File: src/eprs_cfg.svh
`ifndef EPRS_CFG_SVH
`define EPRS_CFG_SVH
// clock rate and pulse timing
`define EPRS_CLK_HZ 100000000
`define EPRS_PULSE_US 1000
`define EPRS_PULSE_CYC ((`EPRS_CLK_HZ / 1000000) * `EPRS_PULSE_US)
`define EPRS_MAX_PULSES 25
`define EPRS_OVER_MULT 3
// set-up and settle time around pin changes, in microseconds
`define EPRS_SETUP_US 2
`define EPRS_SETUP_CYC ((`EPRS_CLK_HZ / 1000000) * `EPRS_SETUP_US)
// supply select codes
`define EPRS_SUP_READ 2'h0
`define EPRS_SUP_PROG 2'h1
`define EPRS_SUP_VERIFY5 2'h2
`endif

File: src/eprs_pkg.sv
package eprs_pkg;
    // controller states
    typedef enum logic [3:0] {
        EPRS_IDLE, EPRS_SETUP, EPRS_PULSE, EPRS_VSET, EPRS_VCHK,
        EPRS_OVER, EPRS_NEXT, EPRS_RSET, EPRS_RCHK, EPRS_IDSET, EPRS_IDCHK, EPRS_DONE
    } eprs_state_type;
endpackage

File: src/eprs_prog.sv
`timescale 1ns/10ps
`include "eprs_cfg.svh"
// Overview of operation
// RULE_01: initial program pulse is one millisecond
// RULE_02: overprogram pulse lasts three times X ms
// RULE_03: at most 25 initial pulses per byte
// RULE_04: program and verify at 6V, 12.5V
// RULE_05: final readback of all bytes at 5V
// RULE_06: only low chip select device gets programmed
// RULE_07: high chip select inhibits programming
// RULE_08: verify: gate, select low, strobe high
// RULE_09: verify result drives pulse loop
// RULE_10: raise identify line high voltage for codes
// RULE_11: byte select picks maker or type code
// RULE_12: other address lines low during identify
// RULE_13: erased cells read ones, program clears bits
// RULE_14: program with select and strobe low
// RULE_15: select high keeps device data floating
// RULE_16: failing byte after 25 pulses aborts device
module eprs_prog import eprs_pkg::*; #(
    parameter int ADDR_W = 13,
    parameter int PULSE_CYC = `EPRS_PULSE_CYC,
    parameter int SETUP_CYC = `EPRS_SETUP_CYC,
    parameter int MAX_PULSES = `EPRS_MAX_PULSES
) (
    // clock and reset
    input wire logic i_ref_clk,
    input wire logic i_rst_n,
    // command port
    input wire logic i_start_prog,
    input wire logic i_start_id,
    input wire logic [ADDR_W-1:0] i_last_addr,
    input wire logic [7:0] i_src_data,
    // source data address and status
    output logic [ADDR_W-1:0] o_src_addr,
    output logic o_busy,
    output logic o_done,
    output logic o_fail,
    output logic o_cmp_fail,
    output logic [7:0] o_maker_code,
    output logic [7:0] o_type_code,
    // device pins
    output logic [ADDR_W-1:0] o_addr,
    output logic o_hv_identify_line,
    output logic o_chip_sel_n,
    output logic o_out_gate_n,
    output logic o_program_strobe_n,
    output logic [7:0] o_data_out,
    output logic o_data_oe_n,
    input wire logic [7:0] i_data_in,
    output logic [1:0] o_supply_sel
);
    // all controller state in one record
    typedef struct packed {
        eprs_state_type st;
        logic [ADDR_W-1:0] addr;
        logic [31:0] timer;
        logic [4:0] x_cnt;
        logic [7:0] wdata;
        logic id_sel;
        logic hv;
        logic cs_n;
        logic oe_n;
        logic pgm_n;
        logic doe_n;
        logic [1:0] sup;
        logic busy;
        logic done;
        logic fail;
        logic cmp_fail;
        logic [7:0] maker;
        logic [7:0] dtype;
    } eprs_regs_type;

    eprs_regs_type r, n;

    // next-state logic
    always_comb begin
        n = r;
        n.done = 1'b0;
        if (r.timer != 32'h0) begin
            n.timer = r.timer - 32'h1; // waiting on a pulse or set-up
        end else begin
            case (r.st)
                EPRS_IDLE: begin
                    n.cs_n = 1'b1; // standby, device floats [RULE_15]
                    n.oe_n = 1'b1;
                    n.pgm_n = 1'b1;
                    n.doe_n = 1'b1;
                    n.hv = 1'b0;
                    n.sup = `EPRS_SUP_READ;
                    if (i_start_prog) begin
                        n.busy = 1'b1;
                        n.fail = 1'b0;
                        n.cmp_fail = 1'b0;
                        n.addr = '0;
                        n.x_cnt = 5'h0;
                        n.sup = `EPRS_SUP_PROG; // 6V and 12.5V [RULE_04]
                        n.timer = 32'(SETUP_CYC);
                        n.st = EPRS_SETUP;
                    end else if (i_start_id) begin
                        n.busy = 1'b1;
                        n.addr = '0; // all other lines low [RULE_12]
                        n.id_sel = 1'b0;
                        n.hv = 1'b1; // identify voltage on [RULE_10]
                        n.cs_n = 1'b0;
                        n.oe_n = 1'b0;
                        n.timer = 32'(SETUP_CYC);
                        n.st = EPRS_IDCHK;
                    end
                end
                EPRS_SETUP: begin
                    // present byte and select low together, then strobe low [RULE_14]
                    n.wdata = i_src_data;
                    n.doe_n = 1'b0;
                    n.oe_n = 1'b1;
                    n.cs_n = 1'b0; // only this device selected [RULE_06] [RULE_07]
                    n.st = EPRS_PULSE;
                    n.timer = 32'(SETUP_CYC);
                end
                EPRS_PULSE: begin
                    if (r.pgm_n) begin
                        n.pgm_n = 1'b0;
                        n.x_cnt = r.x_cnt + 5'h1; // count per location [RULE_03]
                        n.timer = 32'(PULSE_CYC - 1); // one millisecond [RULE_01]
                    end else begin
                        n.pgm_n = 1'b1;
                        n.doe_n = 1'b1;
                        n.timer = 32'(SETUP_CYC);
                        n.st = EPRS_VSET;
                    end
                end
                EPRS_VSET: begin
                    n.oe_n = 1'b0; // verify mode [RULE_08]
                    n.timer = 32'(SETUP_CYC);
                    n.st = EPRS_VCHK;
                end
                EPRS_VCHK: begin
                    n.oe_n = 1'b1;
                    if (i_data_in == r.wdata) begin
                        // byte verified: overprogram pulse [RULE_09] [RULE_02]
                        n.doe_n = 1'b0;
                        n.st = EPRS_OVER;
                        n.timer = 32'(SETUP_CYC);
                    end else if (r.x_cnt >= 5'(MAX_PULSES)) begin
                        n.fail = 1'b1; // give up on device [RULE_16]
                        n.st = EPRS_DONE;
                    end else begin
                        n.st = EPRS_SETUP; // another pulse [RULE_09]
                    end
                end
                EPRS_OVER: begin
                    if (r.pgm_n) begin
                        n.pgm_n = 1'b0;
                        n.timer = 32'(`EPRS_OVER_MULT * PULSE_CYC) * 32'(r.x_cnt) - 32'h1; // [RULE_02]
                    end else begin
                        n.pgm_n = 1'b1;
                        n.doe_n = 1'b1;
                        n.timer = 32'(SETUP_CYC);
                        n.st = EPRS_NEXT;
                    end
                end
                EPRS_NEXT: begin
                    n.x_cnt = 5'h0;
                    if (r.addr == i_last_addr) begin
                        n.addr = '0;
                        n.sup = `EPRS_SUP_VERIFY5; // readback at 5V [RULE_05]
                        n.timer = 32'(SETUP_CYC);
                        n.st = EPRS_RSET;
                    end else begin
                        n.addr = r.addr + 1'b1;
                        n.st = EPRS_SETUP;
                    end
                end
                EPRS_RSET: begin
                    n.oe_n = 1'b0;
                    n.timer = 32'(SETUP_CYC);
                    n.st = EPRS_RCHK;
                end
                EPRS_RCHK: begin
                    n.oe_n = 1'b1;
                    if (i_data_in != i_src_data) begin
                        n.cmp_fail = 1'b1; // unprogrammed ones stay visible [RULE_13]
                    end
                    if (r.addr == i_last_addr) begin
                        n.st = EPRS_DONE;
                    end else begin
                        n.addr = r.addr + 1'b1;
                        n.st = EPRS_RSET;
                    end
                end
                EPRS_IDCHK: begin
                    // byte select chooses code [RULE_11]
                    if (!r.id_sel) begin
                        n.maker = i_data_in;
                        n.id_sel = 1'b1;
                        n.timer = 32'(SETUP_CYC);
                    end else begin
                        n.dtype = i_data_in;
                        n.id_sel = 1'b0;
                        n.st = EPRS_DONE;
                    end
                end
                default: begin
                    // finish and return pins to idle
                    n.busy = 1'b0;
                    n.done = 1'b1;
                    n.hv = 1'b0;
                    n.cs_n = 1'b1;
                    n.oe_n = 1'b1;
                    n.pgm_n = 1'b1;
                    n.doe_n = 1'b1;
                    n.sup = `EPRS_SUP_READ;
                    n.st = EPRS_IDLE;
                end
            endcase
        end
    end

    // state register
    always_ff @(posedge i_ref_clk) begin
        if (!i_rst_n) begin
            r <= '0;
            r.st <= EPRS_IDLE;
            r.cs_n <= 1'b1;
            r.oe_n <= 1'b1;
            r.pgm_n <= 1'b1;
            r.doe_n <= 1'b1;
        end else begin
            r <= n;
        end
    end

    // outputs straight from the record, except o_addr, which ORs id_sel into bit 0
    always_comb begin
        o_src_addr = r.addr;
        o_busy = r.busy;
        o_done = r.done;
        o_fail = r.fail;
        o_cmp_fail = r.cmp_fail;
        o_maker_code = r.maker;
        o_type_code = r.dtype;
        o_addr = r.addr | {{(ADDR_W-1){1'b0}}, r.id_sel};
        o_hv_identify_line = r.hv;
        o_chip_sel_n = r.cs_n;
        o_out_gate_n = r.oe_n;
        o_program_strobe_n = r.pgm_n;
        o_data_out = r.wdata;
        o_data_oe_n = r.doe_n;
        o_supply_sel = r.sup;
    end
endmodule

File: config.mk
export PLATFORM = sky130hd
export DESIGN_NAME = eprs_prog
export DESIGN_NICKNAME = d
export VERILOG_FILES = /design/src/eprs_pkg.sv /design/src/eprs_prog.sv
export VERILOG_INCLUDE_DIRS = /design/src
export SDC_FILE = /design/constraint.sdc
export NUM_CORES = 1
export LEC_CHECK = 0
export ABC_AREA = 1
export BUFFER_PORTS_ARGS = -buffer_cell sky130_fd_sc_hd__buf_2
export CAP_MARGIN = 30
export CORE_ASPECT_RATIO = 0.9
export CORE_MARGIN = 3
export CORE_UTILIZATION = 35
export DETAILED_ROUTE_END_ITERATION = 10
export GPL_TIMING_DRIVEN = 0
export HOLD_SLACK_MARGIN = 0.06
export SLEW_MARGIN = 20
export SYNTH_ARGS = -nofsm -noshare
export SYNTH_HDL_FRONTEND = slang
export SYNTH_SLANG_ARGS = --single-unit
File: constraint.sdc
create_clock -name i_ref_clk -period 4.29 [get_ports i_ref_clk]
set_input_delay 1.0725 -clock i_ref_clk [delete_from_list [all_inputs] [get_ports i_ref_clk]]
set_output_delay 1.0725 -clock i_ref_clk [all_outputs]
set_load 0.05 [all_outputs]
---- Word-level counts from Yosys, hierarchy flattened ----
Cells that the tools add are included.
W data, S select, Z words.
word-level totals
  flip-flop bits (word level) ............. 90
  input bits .............................. 33
  output and inout port bits .............. 61
  word-level logic and storage cells ...... 148
cells by class
  add/sub/neg operators ................... 4
  multiply operators ...................... 1
  $lt $le $gt $ge ......................... 1
  equal/unequal tests ..................... 31
  muxes and demuxes ....................... 47
  bitwise gates (word level) .............. 10
  reductions and logical operators ........ 36
operator list
  cell                     count
  $pmux W32 S7             1
  $mux W32                 5
  $mux W49                 2
  $pmux W4 S10             1
  $pmux W13 S3             1
  $mux W4                  8
  $reduce_bool A32 Y1      1
  $sub A32 B1 Y32 const B  1
  $ne A2 B2 Y1 const B     14
  $sub A24 B1 Y25 const B  1
  $reduce_and A4 Y1        5
  $mul A14 B5 Y19 const A  1
  $mux W17                 1
  $eq A4 B3 Y1 const B     4
  $mux W16                 1
  $reduce_or A8 Y1         2
  $pmux W5 S3              1
  $reduce_and A5 Y1        3
  $add A13 B1 Y13 const B  1
  $eq A13 B13 Y1           1
  $mux W13                 1
  $or A13 B1 Y13           1
  $ne A3 B3 Y1 const B     4
  $pmux W1 S2              6
  28 further kinds         63

---- Depth between registers and ports, before layout ----
Gate-level depths: netlist of run 1.
  word-level depth ........................ 5
  mapped depth ............................ 24
  gate-level depth less buffers ........... 24

---- Worst setup path after synthesis of run 1 ----
No wires, ideal clock.
  path type ............................... register -> register
  start ................................... register r[39] (netlist name)
  end ..................................... register r[61] (netlist name)
  library setup time ...................... 70 ps
  arrival ................................. 3,870 ps
  data required time ...................... 4,220 ps
  path slack .............................. 350 ps
  cell stages (with the launch flop) ...... 19
  path buffers ............................ 1
  period minus slack after synthesis ...... 3,940 ps
  cells stage by stage .................... dfxtp_1 fa_1 inv_1 fa_1 fa_1 inv_1 ha_1 buf_2 a21oi_1 nand2_1 nand2_1 nand3_1 nor2_2 nand3_1 nor2_1 nand2_1 o21ai_0 nand2_1 a21oi_1
on the way
  longest elaborated chain between the ends .. 5
ends and longest elaborated chain
  element                 line              text
  start, declared         eprs_prog.sv:75   eprs_regs_type r, n;
  start signal, assigned  eprs_prog.sv:230  r <= n;
  $mul A14 B5 Y19         eprs_prog.sv:155  n.timer = 32'(`EPRS_OVER_MULT * PULSE_CYC) * 32'(r.x_cnt) - 32'h1;
  $sub A24 B1 Y25         eprs_prog.sv:155
  $mux W32                eprs_prog.sv:153  if (r.pgm_n) begin
  $pmux W32 S7            eprs_prog.sv:84   case (r.st)
  $mux W32                eprs_prog.sv:81   if (r.timer != 32'h0) begin
Every way passes these cells.
A chain may end at the register's enable or synchronous reset.

---- Worst setup path in the final report of run 1 ----
  start ................................... register r[38] (netlist name)
  end ..................................... register r[62] (netlist name)
Same word-level chain as after synthesis.

==> impl_results.md, run 1 <==
* # diodes at 0
* Slowest cell on the critical path: fa_2
* CTS Buffer Depth at 2
* Initial Util at 36.4%
* Tcrit/Tclk final at 94.4%
* DRC violations left at 0
* Sequential power share at between 20% and 30%
* P_leak at 0.00446 uW
* GPL Wtd Cong at 0.876
* Critical Path RT at approximately 4.6 ns
* Number of global-route vias before repair at 7068
* Maximum clock rate at between 200 and 250 MHz
* Slew headroom at 47.7%
* # IOs at 94
* Synth Instances at about 1.2k
* H-tree Lvls at 3
* Final Hold Fails at 0
* EDFF count, synth at 0
* Outcome: finished, final reports clean
* Synth top area cells: dfxtp_1 (24%), nand2_1 (13%), nor2_1 (8.7%)
* Clock root cell: clkbuf_16
* Power per Cell Area at 528 nW/um^2
* Commonest non-fill, non-tap cell in the layout: nand2_1
* Area leader, netlist: dfxtp_1
* Antenna viol nets, final at 0
* Cell mode on critical path: nand2_1
* Yosys warning count at 0
* Post-synth ARST share at 0%
* WL final at 21700 um
* Most used DFF post-synth: dfxtp_1
* Via count at 7646
* Final min period at 4.05 ns
* Crit path kind: reg -> reg
* Power, Total at 4580 uW
* Area growth, synth to finish at 17.1%
* IO Port Bufs at 92
* Initial antenna violation count at 0
* Row count at 49
* Largest net degree at the start of global routing at 19
* Post-Syn Area per Cell at 6.31 um^2
* Core footprint at between 20000 and 25000 um^2
* Final nets at 1359
* Clock sink count at 90
* Number of synthesized register bits at 90
* Netlist Area Pre-Place at around 7400 um^2
* DRT iter0 DRCs at ~510
* Max Cap Viol at 0
* Finish-stage setup viols at 0
* Setup_tns at 0 ns
* Via density per instance at ~5
* Routed wire per std cell at 13.9 um
* GRT Util Overall at roughly a fifth
* Area post-placement at 8220 um^2
* Synth Net Count at 1252
* HP Class: reg -> reg
* Int Power at 2360 uW
* CTS tree: built
* Net Sw Frac at ~48%
* Worst-Skew Late Latency at 0.36 ns
* First-pass GRT wire length at 35400 um
* Fin. max-slew vios at 0
* Die X at between 150 and 200 um
* Crit Path Max Fanout at 8
* Worst slew pin tran at 0.785 ns
* CP cell instances: fa_2, inv_1, fa_1, fa_1, inv_1, ha_1, buf_4, a21oi_4, nand2_2, nand2_1, nand3_1, nor2_2, nand3_1, inv_1, nand2_1, nor2_2, nand2_1, nand2_1, nand3_1, a21oi_1
* Max IR drop VDD at 0.274 mV
* Comb power frac at 56.9%
* Crit path largest cell delay at 0.61 ns
* Crit. End Element: flop
* Seq/Total Area, Yosys at 24.3%
* Worst EP arrival at 4.33 ns
* Die area at roughly 23000 um^2
* Reg2Reg Setup Slack at 0.24 ns
* TritonCTS Buffers at 9
* Height of the die at 144 um
* Most frequent cells in the layout: nand2_1 (249), nor2_1 (163), inv_1 (156)
* Utilization after layout at between 40 and 50%
* Grt ovf at 0
* Drt first pass iters at 5
* Critical path launch point type: flop
* Share of layout cells above drive strength 1 at ~18%
* Clock share of power at between 10% and 20%
* Clock slew at reported path FFs at ~0.070 ns
* Switching pwr at 2220 uW
* Clock Skew at 0.0128 ns
* Post-synth top area share at about 24%
* DP HPWL at 17300 um
* Post-route cell area at 8670 um^2
* Synth unique cells at 48
## what timing repair did
action / 4_1_cts / 5_1_grt
pin swaps: 1 / 7
gates resized for setup: 6 / 37
hold buffers: 0 / 0
setup buffers: 1 / 3
setup endpoints to repair: 16 / 18
## area by class of cell
| cell class | instances | area, um^2 |
|---|---|---|
| buffer | 69 | 478 |
| clock buffer | 9 | 225 |
| clock inverter | 7 | 67.6 |
| fill | 2244 | 11700 |
| inverter | 160 | 603 |
| multi-input combinational | 855 | 4640 |
| sequential | 90 | 1810 |
| tap | 280 | 350 |
| timing repair buffer | 96 | 490 |
## cells by family after synthesis
logic type                 Yosys count  synth area share, %
AOI/OAI and AO/OA                  167                 12.5
adders and majority gates           45                 8.41
and+or+nand+nor                    595                 34.5
DFF                                 90                 24.3
buffers and inverters              229                 14.6
xor gates and xnor gates            48                 5.68
## metal layers
metal  wire length (um)  track usage, %
met2               9650            30.3
met3               1040            3.32
met5                  0               0
met1              10700            26.4
met4                292            4.38
## power groups by stage
stage          combinational [uW]  sequential [uW]  clock (uW)
2_1_floorplan                1860             1240           0
3_3_place_gp                 2420             1190           0
3_5_place_dp                 2440             1190           0
4_1_cts                      2460             1170         815
5_1_grt                      2960             1200         847
6_report                     2600             1180         799
## registers in the layout (all words and copies together), names as in the netlist
name	cells
r	42
o_src_addr	13
o_data_out	8
o_maker_code	8
o_type_code	8
o_supply_sel	2
o_busy	1
o_chip_sel_n	1
o_cmp_fail	1
o_data_oe_n	1
o_done	1
o_fail	1
o_hv_identify_line	1
o_out_gate_n	1
o_program_strobe_n	1
## synthesized netlist by cell type (4+ instances only)
cell type  instances
nor4_1            10
dfxtp_1           90
xor2_1            26
buf_4             54
o21bai_1           4
nor2_2             7
xnor2_1           22
nor3_1            31
buf_2              5
nand2_1          259
clkbuf_1           9
nand3_1           75
inv_1            156
a211oi_1          13
nand2_2            4
or2_2              4
a21oi_1           78
fa_1               8
o21ai_0           54
nand4_1           23
ha_1              37
nor2_1           172
## worst max-delay path, delay by kind of cell (launching register included)
kind / cells / cell delay [ns]
adders and majority gates: 4 / 1.88
DFF: 1 / 0.39
AOI/OAI and AO/OA: 2 / 0.28
buffers and inverters: 4 / 0.40
and+or+nand+nor: 10 / 1.01
## through the flow
stage,setup slack (ns),hold slack (ns),std cells
finish,0.241,0.457,1566
global route,-0.0286,0.480,1566
CTS,0.00532,0.461,1563
detailed placement,-0.352,0.443,1546
global placement,-0.303,0.446,1546
floorplan,0.350,0.440,1174
## path summary, 6_finish.rpt
| kind | from | endpoint | depth (start not counted) |
|---|---|---|---|
| setup / recovery | r[38] | r[62] | 20 |
| hold reg to reg | o_data_oe_n | o_data_oe_n | 2 |
| hold / removal | o_data_oe_n | o_data_oe_n | 2 |
| setup reg to reg | r[38] | r[62] | 20 |
No activity file was read; power rests on OpenSTA's default activity.
==> inputs of run 2 (changes only) <==
--- a/config.mk
+++ b/config.mk
@@ -6,7 +6,6 @@
 export SDC_FILE = /design/constraint.sdc
 export NUM_CORES = 1
 export LEC_CHECK = 0
-export ABC_AREA = 1
 export BUFFER_PORTS_ARGS = -buffer_cell sky130_fd_sc_hd__buf_2
 export CAP_MARGIN = 30
 export CORE_ASPECT_RATIO = 0.9
==> run 2 against run 1 <==
Effect of this change: combinational power fell by 27%; count of clock-buffer cells in the layout did not move; core utilization rose by 0.70 points; register-to-register slack got worse by 0.16 ns; sequential power barely moved; critical path depth fell by 6; largest power group unchanged.
==> impl_results.md, run 2 <==
* Most frequent cells in the layout: buf_2 (97), dfxtp_1 (87), nor2_1 (84)
* Largest net degree at the start of global routing at 19 (unchanged)
* Crit. End Element: flop
* HP Class: reg -> reg
* Post-synth ARST share at 0% (unchanged)
* Post-synth top area share at 26.3% (+2.0 points)
* Top reg by flops: r
* Die X at 153 um (-3.8%)
* Initial Util at 36.5% (+0.073 points)
* Number of synthesized register bits at 90 (unchanged)
* Commonest non-fill, non-tap cell in the layout: buf_2
* Via density per instance at 5.23 (+7.1%)
* DRT iter0 DRCs at 489 (-4.5%)
* # IOs at 94 (unchanged)
* Synth cell count leaders: dfxtp_1 (90), nor2_1 (84), nand2_1 (83), a21oi_1 (54), buf_4 (51)
* Max IR drop VDD at 0.246 mV (-10%)
* Area growth, synth to finish at 18.8%
* Unrepaired setup endpoints after global routing: true
* Initial antenna violation count at 0 (unchanged)
* Final nets at 1045 (-23%)
* Grt ovf at 0 (unchanged)
* Clock root cell: clkbuf_16
* Max Cap Viol at 0 (unchanged)
* Setup_tns at 0 ns (unchanged)
* Crit path kind: reg -> reg
* DP HPWL at 14100 um (-18%)
* Routed wire per std cell at 15.3 um (+10%)
* Die area at 21300 um^2 (-7.4%)
* Outcome: finished, final reports clean
* CTS Buffer Depth at 2 (unchanged)
* Clock Skew at 0.00984 ns (-0.00298 ns)
* Final Hold Fails at 0 (unchanged)
* Worst EP arrival at 4.45 ns (+0.12 ns)
* TritonCTS Buffers at 9 (unchanged)
* Synth top area cells: dfxtp_1 (26%), ha_1 (6.8%), buf_4 (5.6%)
* Height of the die at 139 um (-3.7%)
* Via count at 6365 (-17%)
* EDFF count, synth at 0 (unchanged)
* Area of the multi-input gates at 4500 um^2 (-3.0%)
* Critical path launch point type: flop
* Synth Instances at 852 (-27%)
* Share of layout cells above drive strength 1 at 23.6% (+5.8 points)
* P_leak at 0.00381 uW (-15%)
* Drt first pass iters at 5 (unchanged)
* Post-route cell area at 8120 um^2 (-6.3%)
* Register area at 1810 um^2 (unchanged)
* WL final at 18600 um (-15%)
* Yosys warning count at 0 (unchanged)
* Synth unique cells at 80 (+67%)
* Worst-Skew Late Latency at 0.35 ns (about the same)
* Hold-fix buffers, CTS at 0 (unchanged)
* CTS tree: built
* H-tree Lvls at 3 (unchanged)
* Most used DFF post-synth: dfxtp_1
* Max FFs per register at 42 (unchanged)
* Finish-stage setup viols at 0 (unchanged)
* IO Port Bufs at 91 (-1.1%)
* Core footprint at 18800 um^2 (-7.8%)
* Area post-placement at 7620 um^2 (-7.3%)
* Seq/Total Area, Yosys at 26.3% (+2.0 points)
* Crit Path Max Fanout at 5 (-3)
* Worst slew pin tran at 0.838 ns (+0.0530 ns)
* Antenna viol nets, final at 0 (unchanged)
* Post-Syn Area per Cell at 8.03 um^2 (+27%)
* DRC violations left at 0 (unchanged)
* Critical Path RT at 4.53 ns (-0.04 ns)
* Row count at 47 (-4.1%)
* Slew headroom at 43.7% (-4.0 points)
* Final min period at 4.21 ns (+0.161 ns)
* Clock slew at reported path FFs at 0.07 ns (about the same)
* GRT Util Overall at 17.2% (-1.6 points)
* # diodes at 0 (unchanged)
* Power per Cell Area at 477 nW/um^2 (-9.6%)
* Most common cell in the synthesized netlist: dfxtp_1
* Area leader, netlist: dfxtp_1
* Synth Net Count at 930 (-26%)
* GPL Wtd Cong at 0.892 (+1.8%)
* First-pass GRT wire length at 30500 um (-14%)
* # fillers at 1906 (-15%)
* Clock sink count at 90 (unchanged)
* Tcrit/Tclk final at 98.1% (+3.8 points)
* Maximum clock rate at 238 MHz (-3.8%)
* Number of global-route vias before repair at 5831 (-18%)
* Reg2Reg Setup Slack at 0.08 ns (-0.16 ns)
* Fin. max-slew vios at 0 (unchanged)
* Netlist Area Pre-Place at 6840 um^2 (-7.7%)
[run 2: cell types whose count changed in the layout (fill, tap and decap cells not counted), moves of 17 or more]
cell,change
a21oi_1,-22
inv_1,-124
mux2i_1,+20
nand2_1,-166
nand3_1,-44
nor2_1,-79
o21ai_0,-17
[run 2: final cells by class]
class	instances	share of cell area (%)
Buffer	84	6.39
Clock buffer	9	2.77
Clock inverter	7	0.847
Inverter	35	1.62
Multi-Input combinational cell	643	55.5
Sequential cell	90	22.3
Tap cell	245	3.77
Timing Repair Buffer	104	6.81
[run 2: cells by family after synthesis]
kind of cell    after synthesis  synth area share [%]
simple gates                307                  23.0
compound gates              189                  18.5
buf+inv                     119                  9.46
flops                        90                  26.3
xor+xnor                     80                  10.4
fa+ha+maj                    45                  9.11
mux                          22                  3.26
[run 2: worst max-delay path: stages, from the launching register on]
cell	delay [ns]
dfxtp_4	0.36
fa_1	0.57
inv_2	0.05
fa_1	0.46
fa_1	0.51
inv_2	0.05
ha_4	0.24
o21a_2	0.22
nor4b_4	0.14
o21a_1	0.19
or3_4	0.35
a211oi_4	0.29
nand4_2	0.12
mux2_4	0.31
a211o_1	0.22
[run 2: final timing paths]
check | from | endpoint | depth (start not counted)
max reg2reg | r[39] | r[64] | 14
min reg2reg | o_maker_code[3] | o_maker_code[3] | 2
max | r[39] | r[64] | 14
min | o_maker_code[3] | o_maker_code[3] | 2
[run 2: report_power, final]
part / switching [uW] / leakage (uW) / internal (uW)
Combinational: 1190 / 0.00293 / 707
Sequential: 182 / 0.000731 / 1010
Clock: 380 / 0.000146 / 410
Total: 1750 / 0.00381 / 2130
[run 2: what timing repair did]
item,CTS,global route
pin swaps,6,14
buffers inserted,7,6
gates resized for setup,9,22
cloned,0,0
endpoints found under the setup margin,18,17
[run 2: stage by stage]
| stage | std cells | util (%) | total power, uW | hold slack [ns] | worst slack [ns] |
|---|---|---|---|---|---|
| 2_1_floorplan | 852 | - | 2640 | 0.432 | 0.0189 |
| 3_3_place_gp | 1188 | 40.6 | 3070 | 0.441 | -0.349 |
| 3_5_place_dp | 1188 | 40.6 | 3070 | 0.446 | -0.422 |
| 4_1_cts | 1211 | 42.6 | 3870 | 0.457 | 0.000596 |
| 5_1_grt | 1217 | 43.3 | 4170 | 0.477 | -0.0652 |
| 6_report | 1217 | 43.3 | 3880 | 0.456 | 0.0795 |
[run 2: layer usage]
| layer | share of wire, % | global-route usage (%) |
|---|---|---|
| met4 | 0.95 | 4.00 |
| met3 | 5.9 | 2.87 |
| met1 | 49 | 25.0 |
| met2 | 44 | 26.7 |
| met5 | 0 | 0 |
==> inputs of run 3 (changes only) <==
--- a/config.mk
+++ b/config.mk
@@ -6,7 +6,7 @@
 export SDC_FILE = /design/constraint.sdc
 export NUM_CORES = 1
 export LEC_CHECK = 0
-export BUFFER_PORTS_ARGS = -buffer_cell sky130_fd_sc_hd__buf_2
+export BUFFER_PORTS_ARGS = -buffer_cell sky130_fd_sc_hd__clkbuf_2
 export CAP_MARGIN = 30
 export CORE_ASPECT_RATIO = 0.9
 export CORE_MARGIN = 3
@@ -14,6 +14,7 @@
 export DETAILED_ROUTE_END_ITERATION = 10
 export GPL_TIMING_DRIVEN = 0
 export HOLD_SLACK_MARGIN = 0.06
+export REMOVE_ABC_BUFFERS = 1
 export SLEW_MARGIN = 20
 export SYNTH_ARGS = -nofsm -noshare
 export SYNTH_HDL_FRONTEND = slang
==> run 3 against run 2 <==
Effect of this change: via count decreased by 7.0%; worst hold slack got worse by 0.0010 ns; combinational power decreased by 6%; setup slack got worse by 0.024 ns; clock skew increased by 0.0016 ns; clock power about the same; critical endpoint unchanged; largest cell class unchanged.
==> impl_results.md, run 3 (same netlist as run 2, synthesis figures left out) <==
* Outcome: finished, final reports clean
* Worst slew pin tran at 0.923 ns (+0.0854 ns)
* DP HPWL at 12900 um (-8.6%)
* Most Crowded Layer GR: met2
* # diodes at 0 (unchanged)
* Crit. End Element: flop
* Post-route cell area at 7640 um^2 (-5.9%)
* Hold-fix buffers, CTS at 0 (unchanged)
* Clock Skew at 0.0114 ns (+0.00158 ns)
* Fin. max-slew vios at 0 (unchanged)
* HP Class: reg -> reg
* Crit path kind: reg -> reg
* Max IR drop VDD at 0.221 mV (-10%)
* IO Port Bufs at 93 (+2.2%)
* Slew headroom at 38.4% (-5.3 points)
* Initial Util at 36.5% (unchanged)
* Final Hold Fails at 0 (unchanged)
* Initial antenna violation count at 0 (unchanged)
* Drt first pass iters at 5 (unchanged)
* Row count at 47 (unchanged)
* Clock root cell: clkbuf_16
* Height of the die at 139 um (unchanged)
* DRC violations left at 0 (unchanged)
* Crit Path Max Fanout at 5 (unchanged)
* Power per Cell Area at 501 nW/um^2 (+4.9%)
* TritonCTS Buffers at 9 (unchanged)
* Unrepaired setup endpoints after global routing: true
* Final min period at 4.23 ns (+0.0236 ns)
* Power, Total at 3830 uW (-1.2%)
* Via density per instance at 5.21 (-0.33%)
* Number of global-route vias before repair at 5524 (-5.3%)
* Critical Path RT at 4.52 ns (about the same)
* Die X at 153 um (unchanged)
* GRT Util Overall at 15.9% (-1.2 points)
* Top reg by flops: r
* Max FFs per register at 42 (unchanged)
* Via count at 5922 (-7.0%)
* First-pass GRT wire length at 28600 um (-6.2%)
* CTS tree: built
* Final nets at 964 (-7.8%)
* GPL Wtd Cong at 0.792 (-11%)
* Tcrit/Tclk final at 98.7% (+0.55 points)
* GR met1 Demand/Resource at 22.7% (-2.3 points)
* Commonest non-fill, non-tap cell in the layout: clkbuf_2
* Worst EP arrival at 4.47 ns (+0.02 ns)
* Crit path buffers/inverters at 2 (unchanged)
* Clock sink count at 90 (unchanged)
* Routed wire per std cell at 15.4 um (+0.90%)
* Grt ovf at 0 (unchanged)
* Area growth, synth to finish at 11.8%
* Area post-placement at 7100 um^2 (-6.8%)
* Core footprint at 18800 um^2 (unchanged)
* Slowest cell on the critical path: fa_1
* Max Cap Viol at 0 (unchanged)
* Met3 track demand over resource at 2.34% (-0.53 points)
* Worst-Skew Late Latency at 0.35 ns (about the same)
* Die area at 21300 um^2 (unchanged)
* H-tree Lvls at 3 (unchanged)
* Largest net degree at the start of global routing at 47 (+28)
* P_leak at 0.00343 uW (-10%)
* Most frequent cells in the layout: clkbuf_2 (93), dfxtp_1 (87), nor2_1 (84)
* Clock slew at reported path FFs at 0.08 ns (about the same)
* Maximum clock rate at 236 MHz (-0.56%)
* Utilization after layout at 40.8% (-2.5 points)
* M2 GR Usage at 25.5% (-1.2 points)
* Finish-stage setup viols at 0 (unchanged)
* WL final at 17500 um (-5.8%)
* # IOs at 94 (unchanged)
* Hold WS at 0.455 ns (-0.00101 ns)
* Antenna viol nets, final at 0 (unchanged)
* Crit path largest cell delay at 0.58 ns (about the same)
* CP cell instances: fa_1, inv_2, fa_1, fa_1, inv_2, ha_4, o21a_4, nor4b_4, o21a_1, or3_4, a211oi_4, nand4_2, mux2_4, a211o_1
* Share of layout cells above drive strength 1 at 19.6% (-3.9 points)
* Family with the most delay on the worst path: adder cells
* Cell mode on critical path: fa_1
* Critical path launch point type: flop
* DRT iter0 DRCs at 486 (-0.61%)
* CTS Buffer Depth at 2 (unchanged)
## run 3: changes by cell type in the layout (fill, tap and decap cells not counted), moves of 2 or more
cell | before | now
clkbuf_2 | 1 | 93
clkbuf_1 | 25 | 0
clkinvlp_4 | 0 | 2
buf_4 | 64 | 13
buf_2 | 97 | 0
clkinv_4 | 3 | 1
## run 3: area by class of cell
cell class / instances / area, um^2
clock inverter: 7 / 67.6
sequential: 90 / 1810
clock buffer: 9 / 225
tap: 245 / 307
timing repair buffer: 107 / 574
multi-input combinational: 643 / 4520
fill: 1938 / 11100
inverter: 35 / 135
## run 3: worst paths after layout
check                                      from              end  cells after the start  slack, ns
worst max-delay path                      r[39]            r[64]                     14       0.06
worst max register to register            r[39]            r[64]                     14       0.06
worst min register to register  o_maker_code[1]  o_maker_code[1]                      2       0.46
worst min-delay path            o_maker_code[1]  o_maker_code[1]                      2       0.46
## run 3: timing repair
| item | 4_1_cts | 5_1_grt |
|---|---|---|
| endpoints found under the setup margin | 19 | 17 |
| pin swaps | 4 | 12 |
| resized for setup | 10 | 26 |
| buffers inserted | 5 | 8 |
| gates cloned | 0 | 0 |
## run 3: metrics by stage
step	TNS (ns)	worst slack [ns]	cells
2_1_floorplan	-0.145	-0.145	768
3_3_place_gp	-6.96	-0.575	1106
3_5_place_dp	-7.69	-0.596	1106
4_1_cts	0	0.00545	1127
5_1_grt	-0.0657	-0.0657	1136
6_report	0	0.0559	1136
## run 3: tightest hold or removal path, stage by stage, from the launching register on
cell and delay, ns:
dfxtp_1 0.31, nand2_1 0.05, a21oi_1 0.05
## run 3: per-layer routing
layer  routed length (um)  share of wire, %  vias up
met1                 8700                50     2757
met3                  594               3.4       16
li1                     -                 -     3042
met5                    0                 0        -
met4                  218               1.2        0
met2                 7970                46      107
## run 3: where the power goes
group / total (uW) / switching, uW / internal [uW]
registers: 1260 / 250 / 1010
clock network: 792 / 381 / 411
logic: 1770 / 1090 / 685
